$ cat src/verilog/ipvc_defines.svh
`ifndef IPVC_DEFINES_SVH
`define IPVC_DEFINES_SVH

// ==========================================================
// Priority field layout
`define IPVC_NUM_LEVELS 4
`define IPVC_PRIO_W 2
`define IPVC_FIELDS_PER_REG 4
`define IPVC_FIELD_STRIDE 8
`define IPVC_FIELD_BASE 6
`define IPVC_FIELD_MASK 32'hc0c0c0c0
`define IPVC_PRIO_RESET 2'h0
`define IPVC_NUM_PRIO_REGS 4
`define IPVC_SEL_W 3

// ==========================================================
// Peripheral sources
`define IPVC_NUM_IRQ 13
`define IPVC_ASSIGNED_MASK 13'h1de0
`define IPVC_SRC_FLASH 4'h5
`define IPVC_SRC_POWER 4'h6
`define IPVC_SRC_EXT_PIN 4'h7
`define IPVC_SRC_TWI0 4'h8
`define IPVC_SRC_SPU0 4'ha
`define IPVC_SRC_SPU1 4'hb
`define IPVC_SRC_ASU0 4'hc

// ==========================================================
// Vector table
`define IPVC_IRQ_VEC_BASE 6'h10
`define IPVC_TABLE_BASE 32'h00000000
`define IPVC_VEC_SHIFT 2
`define IPVC_PERIPH_VEC_ADDR 32'h00000040
`define IPVC_VEC_STACK 6'h00
`define IPVC_VEC_RESET_PC 6'h01
`define IPVC_VEC_NMI 6'h02
`define IPVC_VEC_HARD 6'h03
`define IPVC_VEC_SVC 6'h0b
`define IPVC_VEC_PEND 6'h0e
`define IPVC_VEC_TICK 6'h0f

`endif

$ cat src/verilog/ipvc_pkg.sv
package ipvc_pkg;

  typedef enum logic [0:0] {
    IPVC_ST_IDLE = 1'b0,
    IPVC_ST_SERVICE = 1'b1
  } ipvc_state_e;

  typedef enum logic [3:0] {
    IPVC_EXC_STACK = 4'h0,
    IPVC_EXC_RESET_PC = 4'h1,
    IPVC_EXC_NMI = 4'h2,
    IPVC_EXC_HARD = 4'h3,
    IPVC_EXC_SVC = 4'h4,
    IPVC_EXC_PEND = 4'h5,
    IPVC_EXC_TICK = 4'h6,
    IPVC_EXC_RESERVED = 4'h7,
    IPVC_EXC_PERIPH = 4'h8
  } ipvc_exc_kind_e;

endpackage : ipvc_pkg

$ cat src/verilog/ipvc_prio_mem.sv
`timescale 1ns/1ps
`include "ipvc_defines.svh"

module ipvc_prio_mem #(
  parameter int NUM_REGS = `IPVC_NUM_PRIO_REGS,
  parameter int SEL_W = `IPVC_SEL_W
) (
  // Clock, reset, enable
  input wire logic sys_clk,
  input wire logic rst_b,
  input wire logic ce,
  // Access port
  input wire logic wr_en,
  input wire logic rd_en,
  input wire logic [SEL_W-1:0] sel,
  input wire logic [31:0] wdata,
  output logic [31:0] rd_data,
  output logic rd_valid,
  // Every field, source n at bits 2n+1:2n
  output logic [NUM_REGS*8-1:0] prio_flat
);

  localparam int NF = NUM_REGS * `IPVC_FIELDS_PER_REG;

  logic [1:0] field_reg [NF];
  logic [1:0] field_next [NF];
  logic [31:0] rd_data_reg, rd_data_next;
  logic rd_valid_reg, rd_valid_next;

  function automatic int field_lsb(input int slot);
    field_lsb = `IPVC_FIELD_STRIDE * slot + `IPVC_FIELD_BASE;
  endfunction : field_lsb

  function automatic logic sel_ok(input logic [SEL_W-1:0] s);
    sel_ok = (int'(s) < NUM_REGS);
  endfunction : sel_ok

  // ==========================================================
  // Field storage; only the two top bits of each byte exist
  always_comb begin
    for (int f = 0; f < NF; f++) begin
      field_next[f] = field_reg[f];
      if (wr_en && sel_ok(sel) && (int'(sel) == f / 4)) begin
        field_next[f] = wdata[field_lsb(f % 4) +: 2];
      end
    end
    rd_valid_next = rd_en;
    rd_data_next = 32'h00000000;
    if (rd_en && sel_ok(sel)) begin
      for (int s = 0; s < 4; s++) begin
        rd_data_next[field_lsb(s) +: 2] = field_reg[int'(sel) * 4 + s];
      end
    end
  end

  always_ff @(posedge sys_clk or negedge rst_b) begin
    if (!rst_b) begin
      for (int f = 0; f < NF; f++) begin
        field_reg[f] <= `IPVC_PRIO_RESET;
      end
      rd_data_reg <= 32'h00000000;
      rd_valid_reg <= 1'b0;
    end else if (ce) begin
      field_reg <= field_next;
      rd_data_reg <= rd_data_next;
      rd_valid_reg <= rd_valid_next;
    end
  end

  genvar g;
  generate
    for (g = 0; g < NF; g++) begin : g_flat
      assign prio_flat[2*g +: 2] = field_reg[g];
    end
  endgenerate

  assign rd_data = rd_data_reg;
  assign rd_valid = rd_valid_reg;

endmodule : ipvc_prio_mem

$ cat src/verilog/ipvc_top.sv
// Contract
// - Four priority levels, two-bit field each.
// - Fields at 31:30,23:22,15:14,7:6; rest zero.
// - NMI request comes from active-low pin.
// - Pin raises NMI only when muxed to NMI.
// - Source number equals vector number minus 16.
// - Serviced vector number is the stacked value.
// - Vectors four bytes apart; sources 0-4,9 unassigned.
// - Core vectors fixed; others below 16 reserved.
// - Sources 5,6,7: flash, low-voltage, external pin.
// - Sources 8,10,11,12: two-wire, serial, async units.
// - Register number is source divided by four.
// - Field starts at 8*(source mod 4)+6.
`timescale 1ns/1ps
`include "ipvc_defines.svh"

module ipvc_top #(
  parameter int NUM_IRQ = `IPVC_NUM_IRQ,
  parameter int NUM_REGS = `IPVC_NUM_PRIO_REGS
) (
  // Clock, reset, enable
  input wire logic sys_clk,
  input wire logic rst_b,
  input wire logic ce,
  // Priority register port
  input wire logic reg_wr,
  input wire logic reg_rd,
  input wire logic [`IPVC_SEL_W-1:0] reg_sel,
  input wire logic [31:0] reg_wdata,
  output logic [31:0] reg_rdata,
  output logic reg_rvalid,
  // Peripheral sources, same clock
  input wire logic flash_cmd_irq,
  input wire logic power_supervisor_irq,
  input wire logic ext_pin_irq,
  input wire logic two_wire_unit_zero_irq,
  input wire logic serial_periph_unit_zero_irq,
  input wire logic serial_periph_unit_one_irq,
  input wire logic async_serial_unit_zero_irq,
  // Non-maskable pin
  input wire logic nmi_pin_b,
  input wire logic nmi_mux_sel,
  output logic nmi_req,
  // Core side
  output logic irq_req,
  output logic [3:0] irq_num,
  output logic [5:0] irq_vector,
  output logic [1:0] irq_prio,
  output logic [31:0] irq_vec_addr,
  input wire logic core_ack,
  input wire logic core_exit,
  output logic [5:0] stacked_vector,
  output ipvc_pkg::ipvc_exc_kind_e exc_kind
);

  logic [NUM_REGS*8-1:0] prio_flat;
  logic [NUM_IRQ-1:0] pend;
  logic best_found;
  logic [3:0] best_num;
  logic [1:0] best_prio;

  function automatic logic [31:0] vec_addr(input logic [5:0] v);
    vec_addr = `IPVC_TABLE_BASE + (32'(v) << `IPVC_VEC_SHIFT);
  endfunction : vec_addr

  function automatic ipvc_pkg::ipvc_exc_kind_e vec_kind(input logic [5:0] v);
    case (v)
      `IPVC_VEC_STACK: vec_kind = ipvc_pkg::IPVC_EXC_STACK;
      `IPVC_VEC_RESET_PC: vec_kind = ipvc_pkg::IPVC_EXC_RESET_PC;
      `IPVC_VEC_NMI: vec_kind = ipvc_pkg::IPVC_EXC_NMI;
      `IPVC_VEC_HARD: vec_kind = ipvc_pkg::IPVC_EXC_HARD;
      `IPVC_VEC_SVC: vec_kind = ipvc_pkg::IPVC_EXC_SVC;
      `IPVC_VEC_PEND: vec_kind = ipvc_pkg::IPVC_EXC_PEND;
      `IPVC_VEC_TICK: vec_kind = ipvc_pkg::IPVC_EXC_TICK;
      default: begin
        vec_kind = (v >= `IPVC_IRQ_VEC_BASE) ? ipvc_pkg::IPVC_EXC_PERIPH
                                             : ipvc_pkg::IPVC_EXC_RESERVED;
      end
    endcase
  endfunction : vec_kind

  // ==========================================================
  // Priority storage
  ipvc_prio_mem #(
    .NUM_REGS(NUM_REGS),
    .SEL_W(`IPVC_SEL_W)
  ) ipvc_prio_mem_inst (
    .sys_clk(sys_clk),
    .rst_b(rst_b),
    .ce(ce),
    .wr_en(reg_wr),
    .rd_en(reg_rd),
    .sel(reg_sel),
    .wdata(reg_wdata),
    .rd_data(reg_rdata),
    .rd_valid(reg_rvalid),
    .prio_flat(prio_flat)
  );

  // ==========================================================
  // Non-maskable path; pin is asynchronous, so two flops first
  logic nmi_meta_reg, nmi_sync_reg, nmi_req_reg;
  logic nmi_meta_next, nmi_sync_next, nmi_req_next;

  always_comb begin
    nmi_meta_next = nmi_pin_b;
    nmi_sync_next = nmi_meta_reg;
    nmi_req_next = nmi_mux_sel && !nmi_sync_reg;
  end

  always_ff @(posedge sys_clk or negedge rst_b) begin
    if (!rst_b) begin
      nmi_meta_reg <= 1'b1;
      nmi_sync_reg <= 1'b1;
      nmi_req_reg <= 1'b0;
    end else if (ce) begin
      nmi_meta_reg <= nmi_meta_next;
      nmi_sync_reg <= nmi_sync_next;
      nmi_req_reg <= nmi_req_next;
    end
  end

  assign nmi_req = nmi_req_reg;

  // ==========================================================
  // Source map and selection; lowest level value wins, ties to lower number
  always_comb begin
    pend = '0;
    pend[`IPVC_SRC_FLASH] = flash_cmd_irq;
    pend[`IPVC_SRC_POWER] = power_supervisor_irq;
    pend[`IPVC_SRC_EXT_PIN] = ext_pin_irq;
    pend[`IPVC_SRC_TWI0] = two_wire_unit_zero_irq;
    pend[`IPVC_SRC_SPU0] = serial_periph_unit_zero_irq;
    pend[`IPVC_SRC_SPU1] = serial_periph_unit_one_irq;
    pend[`IPVC_SRC_ASU0] = async_serial_unit_zero_irq;
    pend = pend & `IPVC_ASSIGNED_MASK;
    best_found = 1'b0;
    best_num = 4'h0;
    best_prio = 2'h0;
    for (int i = 0; i < NUM_IRQ; i++) begin
      if (pend[i] && (!best_found || prio_flat[2*i +: 2] < best_prio)) begin
        best_found = 1'b1;
        best_num = 4'(i);
        best_prio = prio_flat[2*i +: 2];
      end
    end
  end

  // ==========================================================
  // Offer and service tracking. Nesting is one deep: a preempting
  // source replaces the active one and exit returns to idle unless a take lands in the same cycle.
  ipvc_pkg::ipvc_state_e state_reg, state_next;
  logic req_reg, req_next;
  logic [3:0] num_reg, num_next;
  logic [1:0] prio_reg, prio_next;
  logic [1:0] act_prio_reg, act_prio_next;
  logic [5:0] stk_reg, stk_next;
  logic take;

  assign take = core_ack && req_reg;

  always_comb begin
    state_next = state_reg;
    act_prio_next = act_prio_reg;
    stk_next = stk_reg;
    case (state_reg)
      ipvc_pkg::IPVC_ST_IDLE: begin
        if (take) begin
          state_next = ipvc_pkg::IPVC_ST_SERVICE;
        end
      end
      ipvc_pkg::IPVC_ST_SERVICE: begin
        if (core_exit && !take) begin
          state_next = ipvc_pkg::IPVC_ST_IDLE;
        end
      end
      default: state_next = ipvc_pkg::IPVC_ST_IDLE;
    endcase
    if (take) begin
      stk_next = `IPVC_IRQ_VEC_BASE + {2'b00, num_reg};
      act_prio_next = prio_reg;
    end
    req_next = best_found && !take;
    if (state_next == ipvc_pkg::IPVC_ST_SERVICE && best_prio >= act_prio_next) begin
      req_next = 1'b0;
    end
    num_next = best_num;
    prio_next = best_prio;
  end

  always_ff @(posedge sys_clk or negedge rst_b) begin
    if (!rst_b) begin
      state_reg <= ipvc_pkg::IPVC_ST_IDLE;
      req_reg <= 1'b0;
      num_reg <= 4'h0;
      prio_reg <= 2'h0;
      act_prio_reg <= 2'h0;
      stk_reg <= 6'h00;
    end else if (ce) begin
      state_reg <= state_next;
      req_reg <= req_next;
      num_reg <= num_next;
      prio_reg <= prio_next;
      act_prio_reg <= act_prio_next;
      stk_reg <= stk_next;
    end
  end

  assign irq_req = req_reg;
  assign irq_num = num_reg;
  assign irq_prio = prio_reg;
  assign irq_vector = `IPVC_IRQ_VEC_BASE + {2'b00, num_reg};
  assign irq_vec_addr = vec_addr(irq_vector);
  assign stacked_vector = stk_reg;
  assign exc_kind = vec_kind(stk_reg);

  // ==========================================================
  // Checks
  localparam logic [12:0] ASSIGNED_SRC = `IPVC_ASSIGNED_MASK;

  property p_nmi_from_pin;
    @(posedge sys_clk) disable iff (!rst_b || !ce)
      (!nmi_pin_b && nmi_mux_sel)[*4] |-> nmi_req;
  endproperty
  a_nmi_from_pin: assert property (p_nmi_from_pin) else $error("NMI pin low, no request");

  property p_nmi_mux;
    @(posedge sys_clk) disable iff (!rst_b || !ce)
      !nmi_mux_sel |=> !nmi_req;
  endproperty
  a_nmi_mux: assert property (p_nmi_mux) else $error("NMI raised while pin not muxed");

  property p_vec_num;
    @(posedge sys_clk) disable iff (!rst_b || !ce)
      irq_req |-> (irq_vector - 6'd16 == {2'b00, irq_num});
  endproperty
  a_vec_num: assert property (p_vec_num) else $error("Vector is not source plus 16");

  property p_vec_addr;
    @(posedge sys_clk) disable iff (!rst_b || !ce)
      irq_req |-> irq_vec_addr == `IPVC_PERIPH_VEC_ADDR + 32'(irq_num) * 32'd4;
  endproperty
  a_vec_addr: assert property (p_vec_addr) else $error("Vector address wrong");

  property p_assigned;
    @(posedge sys_clk) disable iff (!rst_b || !ce)
      irq_req |-> ASSIGNED_SRC[irq_num];
  endproperty
  a_assigned: assert property (p_assigned) else $error("Unassigned source offered");

  property p_stacked;
    @(posedge sys_clk) disable iff (!rst_b || !ce)
      (core_ack && irq_req) |=> stacked_vector == $past(irq_vector)
        && exc_kind == ipvc_pkg::IPVC_EXC_PERIPH;
  endproperty
  a_stacked: assert property (p_stacked) else $error("Stacked vector mismatch");

  // The offered level lags the store by one edge, so only compare while it is steady
  property p_prio_field;
    @(posedge sys_clk) disable iff (!rst_b || !ce)
      irq_req && $stable(prio_flat) |-> irq_prio == prio_flat[2*irq_num +: 2];
  endproperty
  a_prio_field: assert property (p_prio_field) else $error("Offered level not stored");

  property p_zero_bits;
    @(posedge sys_clk) disable iff (!rst_b || !ce)
      reg_rvalid |-> (reg_rdata & ~`IPVC_FIELD_MASK) == 32'h00000000;
  endproperty
  a_zero_bits: assert property (p_zero_bits) else $error("Unused bits read nonzero");

  property p_readback;
    @(posedge sys_clk) disable iff (!rst_b || !ce)
      (reg_wr && !reg_rd && reg_sel < 3'd4) ##1 (reg_rd && !reg_wr && $stable(reg_sel))
        |=> reg_rdata == ($past(reg_wdata, 2) & `IPVC_FIELD_MASK);
  endproperty
  a_readback: assert property (p_readback) else $error("Readback not masked write");

endmodule : ipvc_top
$ cat config.mk
export PLATFORM = sky130hd
export DESIGN_NAME = ipvc_top
export DESIGN_NICKNAME = d
export VERILOG_FILES = /design/src/verilog/ipvc_pkg.sv /design/src/verilog/ipvc_prio_mem.sv /design/src/verilog/ipvc_top.sv
export VERILOG_INCLUDE_DIRS = /design/src /design/src/verilog
export SDC_FILE = /design/constraint.sdc
export NUM_CORES = 1
export LEC_CHECK = 0
export ABC_AREA = 1
export BUFFER_PORTS_ARGS = -buffer_cell sky130_fd_sc_hd__buf_2
export CAP_MARGIN = 30
export CORE_AREA = 5 5 67 129
export CTS_CLUSTER_DIAMETER = 30
export DETAILED_ROUTE_END_ITERATION = 7
export DIE_AREA = 0 0 72 134
export PLACE_DENSITY = 0.85
export SYNTH_ARGS = -nofsm -noshare
export SYNTH_HDL_FRONTEND = slang
export SYNTH_SLANG_ARGS = --single-unit
export TNS_END_PERCENT = 5
$ cat constraint.sdc
create_clock -name sys_clk -period 7.46 [get_ports sys_clk]
set_input_delay 1.119 -clock sys_clk [delete_from_list [all_inputs] [get_ports sys_clk]]
set_output_delay 1.119 -clock sys_clk [all_outputs]
set_load 0.02 [all_outputs]
==> results <==
- The run finished with clean final reports.
- The worst hold path passes through 2 cells.
- The first global-routing pass estimated 13.3 mm of wire.
- The depth of the worst register-to-register path is 45.
- The worst path needs 6.74 ns of the cycle, external delays included.
- Counting buffers and inverters, the worst setup path is 46 cells deep.
- The clock-pin slew on the worst setup and hold paths is about 0.050 ns.
- The placed instances occupy a cell area of 3670 sq um.
- Hold repair after CTS inserted 0 buffers.
- Max-cap violations in this run came to 0.
- The share of the Yosys chip area taken by registers is 0.415.
- The number of resized instances in the post-cts repair step is 0.
- The number of buffers added for setup after CTS is 0.
- After the last flow step, the layout net total stands at 564.
- The global-route track usage on met2 is 0.313.
- For the worst-skew pair, the clock arrives at the later sink with an insertion delay of 0.32 ns.
- The launch point of the worst reg-to-reg path is ipvc_prio_mem_inst.prio_flat[11].
- The library cell used as clock root buffer is clkbuf_16.
- The capturing point of the worst reg2reg path is irq_req.
- The total wirelength of the detailed-routed design is 8.26 mm.
- Counting stages on the worst path, the most repeated cell is nand2_1.
- Once detail routing completed, the nets flagged for antenna violations numbered 0.
- The clock skew is about 0.0034 ns.
- The relative slew slack is 0.318.
- After floorplanning, the core was divided into between 40 and 50 placement rows.
- The top-area cell type share of the netlist area is 0.401.
- For this design the ratio of total power to cell area is roughly 340 nW/um^2.
- In this run the count of I/O pins placed on the die edge is 140.
- The global-route usage over all layers is 0.178.
- The worst hold-check slack is 0.467 ns.
- Counting every instance in the synthesized netlist gives 453.
- The peak per-stage delay on the critical path is 0.30 ns.
- The critical path capture point is irq_req.
- Entering global routing, the biggest net connects 60 pins.
- Static timing analysis puts the maximum clock frequency at 0.148 GHz.
- The count of final max-slew check failures is 0.
- Setup repair after global routing left no endpoint under its margin.
- For the pin with the worst max-slew slack, the measured transition is 1.02 ns.
- The area growth from synthesis to layout is 11.5%.
- Setup slack on the worst reg-to-reg path comes out at around 1.3 ns.
- TritonCTS built the clock tree.
- In this run, synthesis produced a sequential element count of between 50 and 60.
- No sink is reached through more buffers than the 2 on the longest clock path.
- The number of remaining DRC errors is 0.
- The worst-case IR drop observed on VDD is 0.000231 V.
- Leaving out fill and tap cells, the most frequent cell in the layout is nand2_1.
- Detailed placement finished with a half-perimeter wire length of 6.08 mm.
- The library cells used most frequently in the layout, excluding fill and tap cells, are nand2_1 (97), inv_1 (61), buf_2 (60).
- The buffer and inverter count on the worst path is 3.
- The leakage power of the design is 2.12 nW.
- The endpoint type of the worst setup path is a register.
- The register with the most flip-flops in the layout has 32 of them.
- The largest delay contributor family on the critical path is simple AND/OR/NAND/NOR gates.
- On the critical path, the stage with the largest delay is an instance of ha_1.
- The synthesized netlist occupies a cell area of 3560 sq um.
- The number of setup violations in the final report is 0.
- The Yosys warning count is 0.
- The number of optimization iterations in the first detailed-route pass is 4.
- The number of global-route vias before repair is 2991.
- The DRC violation total after the first TritonRoute iteration is 167.
- The number of antenna diodes in the final layout is 0.
- In this run the worst setup path begins at flash_cmd_irq.
- The initial antenna violation count was 0.
- Data on the critical path is required at its endpoint by 7.70 ns.
- The fraction of layout cells with a size suffix above 1 is 0.198.
- For this run the aggregate overflow at the end of global routing stands at 0.
- The worst min-delay path category is reg -> reg.
- In the routed layout, each cell is associated on average with a via count of between 5 and 6.
- The area enclosed by the die boundary is 9650 sq um.
- The effective utilization at floorplan is 0.472.
- Yosys attributes the largest share of cell area to dfrtp_1 (40%), buf_4 (13%), nand2_1 (10%).
- Synthesis instantiated 27 different standard cells from the library.
- The count of buffers added on input and output ports is 60.
- The number of buffers created by CTS is 9.
- The hold violation total from the final report is 0.
- The final clock period utilization by the worst path is 0.904.
- Detailed routing inserted a total of 3054 vias.
- In this run the most used layer during global routing was met2.
- STA classifies the critical path startpoint as an input pin.
- The data arrival time of the worst path is between 6 and 7 ns.
- From bottom edge to top edge, the die measures 134 microns.
- The total number of clock tree sinks is 59.
- In the global route stage, met3 resource usage came out at 0.0413.
- The filler cell count in the final layout is 686.
- The final total negative setup slack is 0 ns.
- Averaged over all synthesized cells, the footprint is 7.86 sq um.
- The average wire length per cell after detail routing is 13.7 microns.
- At the end of routability-driven placement, the weighted congestion stood at approximately 0.86.
- The biggest fanout along the worst timing path is 7.
- The area of the core region is approximately 7500 sq um.
- The design draws 1.36 mW.
- The floorplan step set the die width to 72 microns.
- The start-to-end type of the worst setup path is in -> reg.
- The global routing usage on met1 is 0.182.
- The clock tree synthesis step divided the H-tree into 3 levels.
- The post-route cell area is around 4000 sq um.
- The cell taking the most area after synthesis is dfrtp_1.
## cell usage after synthesis
cell and number:
o2111ai_1 1, inv_1 61, o211ai_1 3, buf_4 64
o21ai_0 54, nand2_1 97, and2_1 1, clkbuf_1 9
nand3_2 2, o221ai_1 2, nand2_4 7, clkinv_1 1
o22ai_1 16, a21oi_1 6, nand3_1 19, nand4_1 2
ha_1 8, a22oi_2 1, nand2_2 12, o21ai_1 2
nor2_1 19, dfstp_2 2, conb_1 2, dfrtp_1 57
a31oi_1 1, or2_2 3, o21a_1 1
## final cells by class
type	instances	area (sq um)	area share
clock buffer	14	264	0.0665
clock inverter	2	35.0	0.00882
inverter	62	233	0.0586
multi-input combinational	312	1530	0.386
sequential	59	1480	0.373
tap	94	118	0.0296
timing repair buffer	61	308	0.0775
## worst min-delay path: stages, from the launching register on
cell and delay, ns:
dfstp_2 0.36, nand2_1 0.06, nand2_1 0.04
## report_power, final
part | total, mW | internal, mW | switching (mW)
Clock | 0.407 | 0.276 | 0.131
Sequential | 0.456 | 0.402 | 0.0537
Combinational | 0.501 | 0.162 | 0.340
## worst min path at each step
| stage | from | end | slack [ns] |
|---|---|---|---|
| floorplan | nmi_meta_reg | nmi_meta_reg | 0.44 |
| finish | nmi_meta_reg | nmi_meta_reg | 0.47 |
| CTS | nmi_meta_reg | nmi_meta_reg | 0.47 |
| global placement | ipvc_prio_mem_inst.rd_valid | ipvc_prio_mem_inst.rd_valid | 0.45 |
| global route | nmi_meta_reg | nmi_meta_reg | 0.47 |
| detailed placement | nmi_meta_reg | nmi_meta_reg | 0.46 |
## logic make-up (layout without fill, tap and decap cells)
family          count (synthesis)  after routing  synth area share
buf+inv                       135            139             0.210
simple gates                  162            162             0.208
fa+ha+maj                       8              8            0.0281
compound gates                 87             87             0.136
flops                          59             59             0.415
other cells                     2             55           0.00211
## per-stage QoR
step	util	setup WS, ns	cells
3_5_place_dp	0.487	0.442	588
4_1_cts	0.526	0.728	604
6_report	0.526	0.719	604
2_1_floorplan	-	1.26	506
3_3_place_gp	0.487	0.614	588
5_1_grt	0.526	0.0821	604
## layer usage
layer,wire [microns],vias up
met3,731,27
met1,2770,1438
li1,-,1434
met4,370,0
met2,4390,155
met5,0,-
Note: power is estimated with default switching activity, not from simulation.
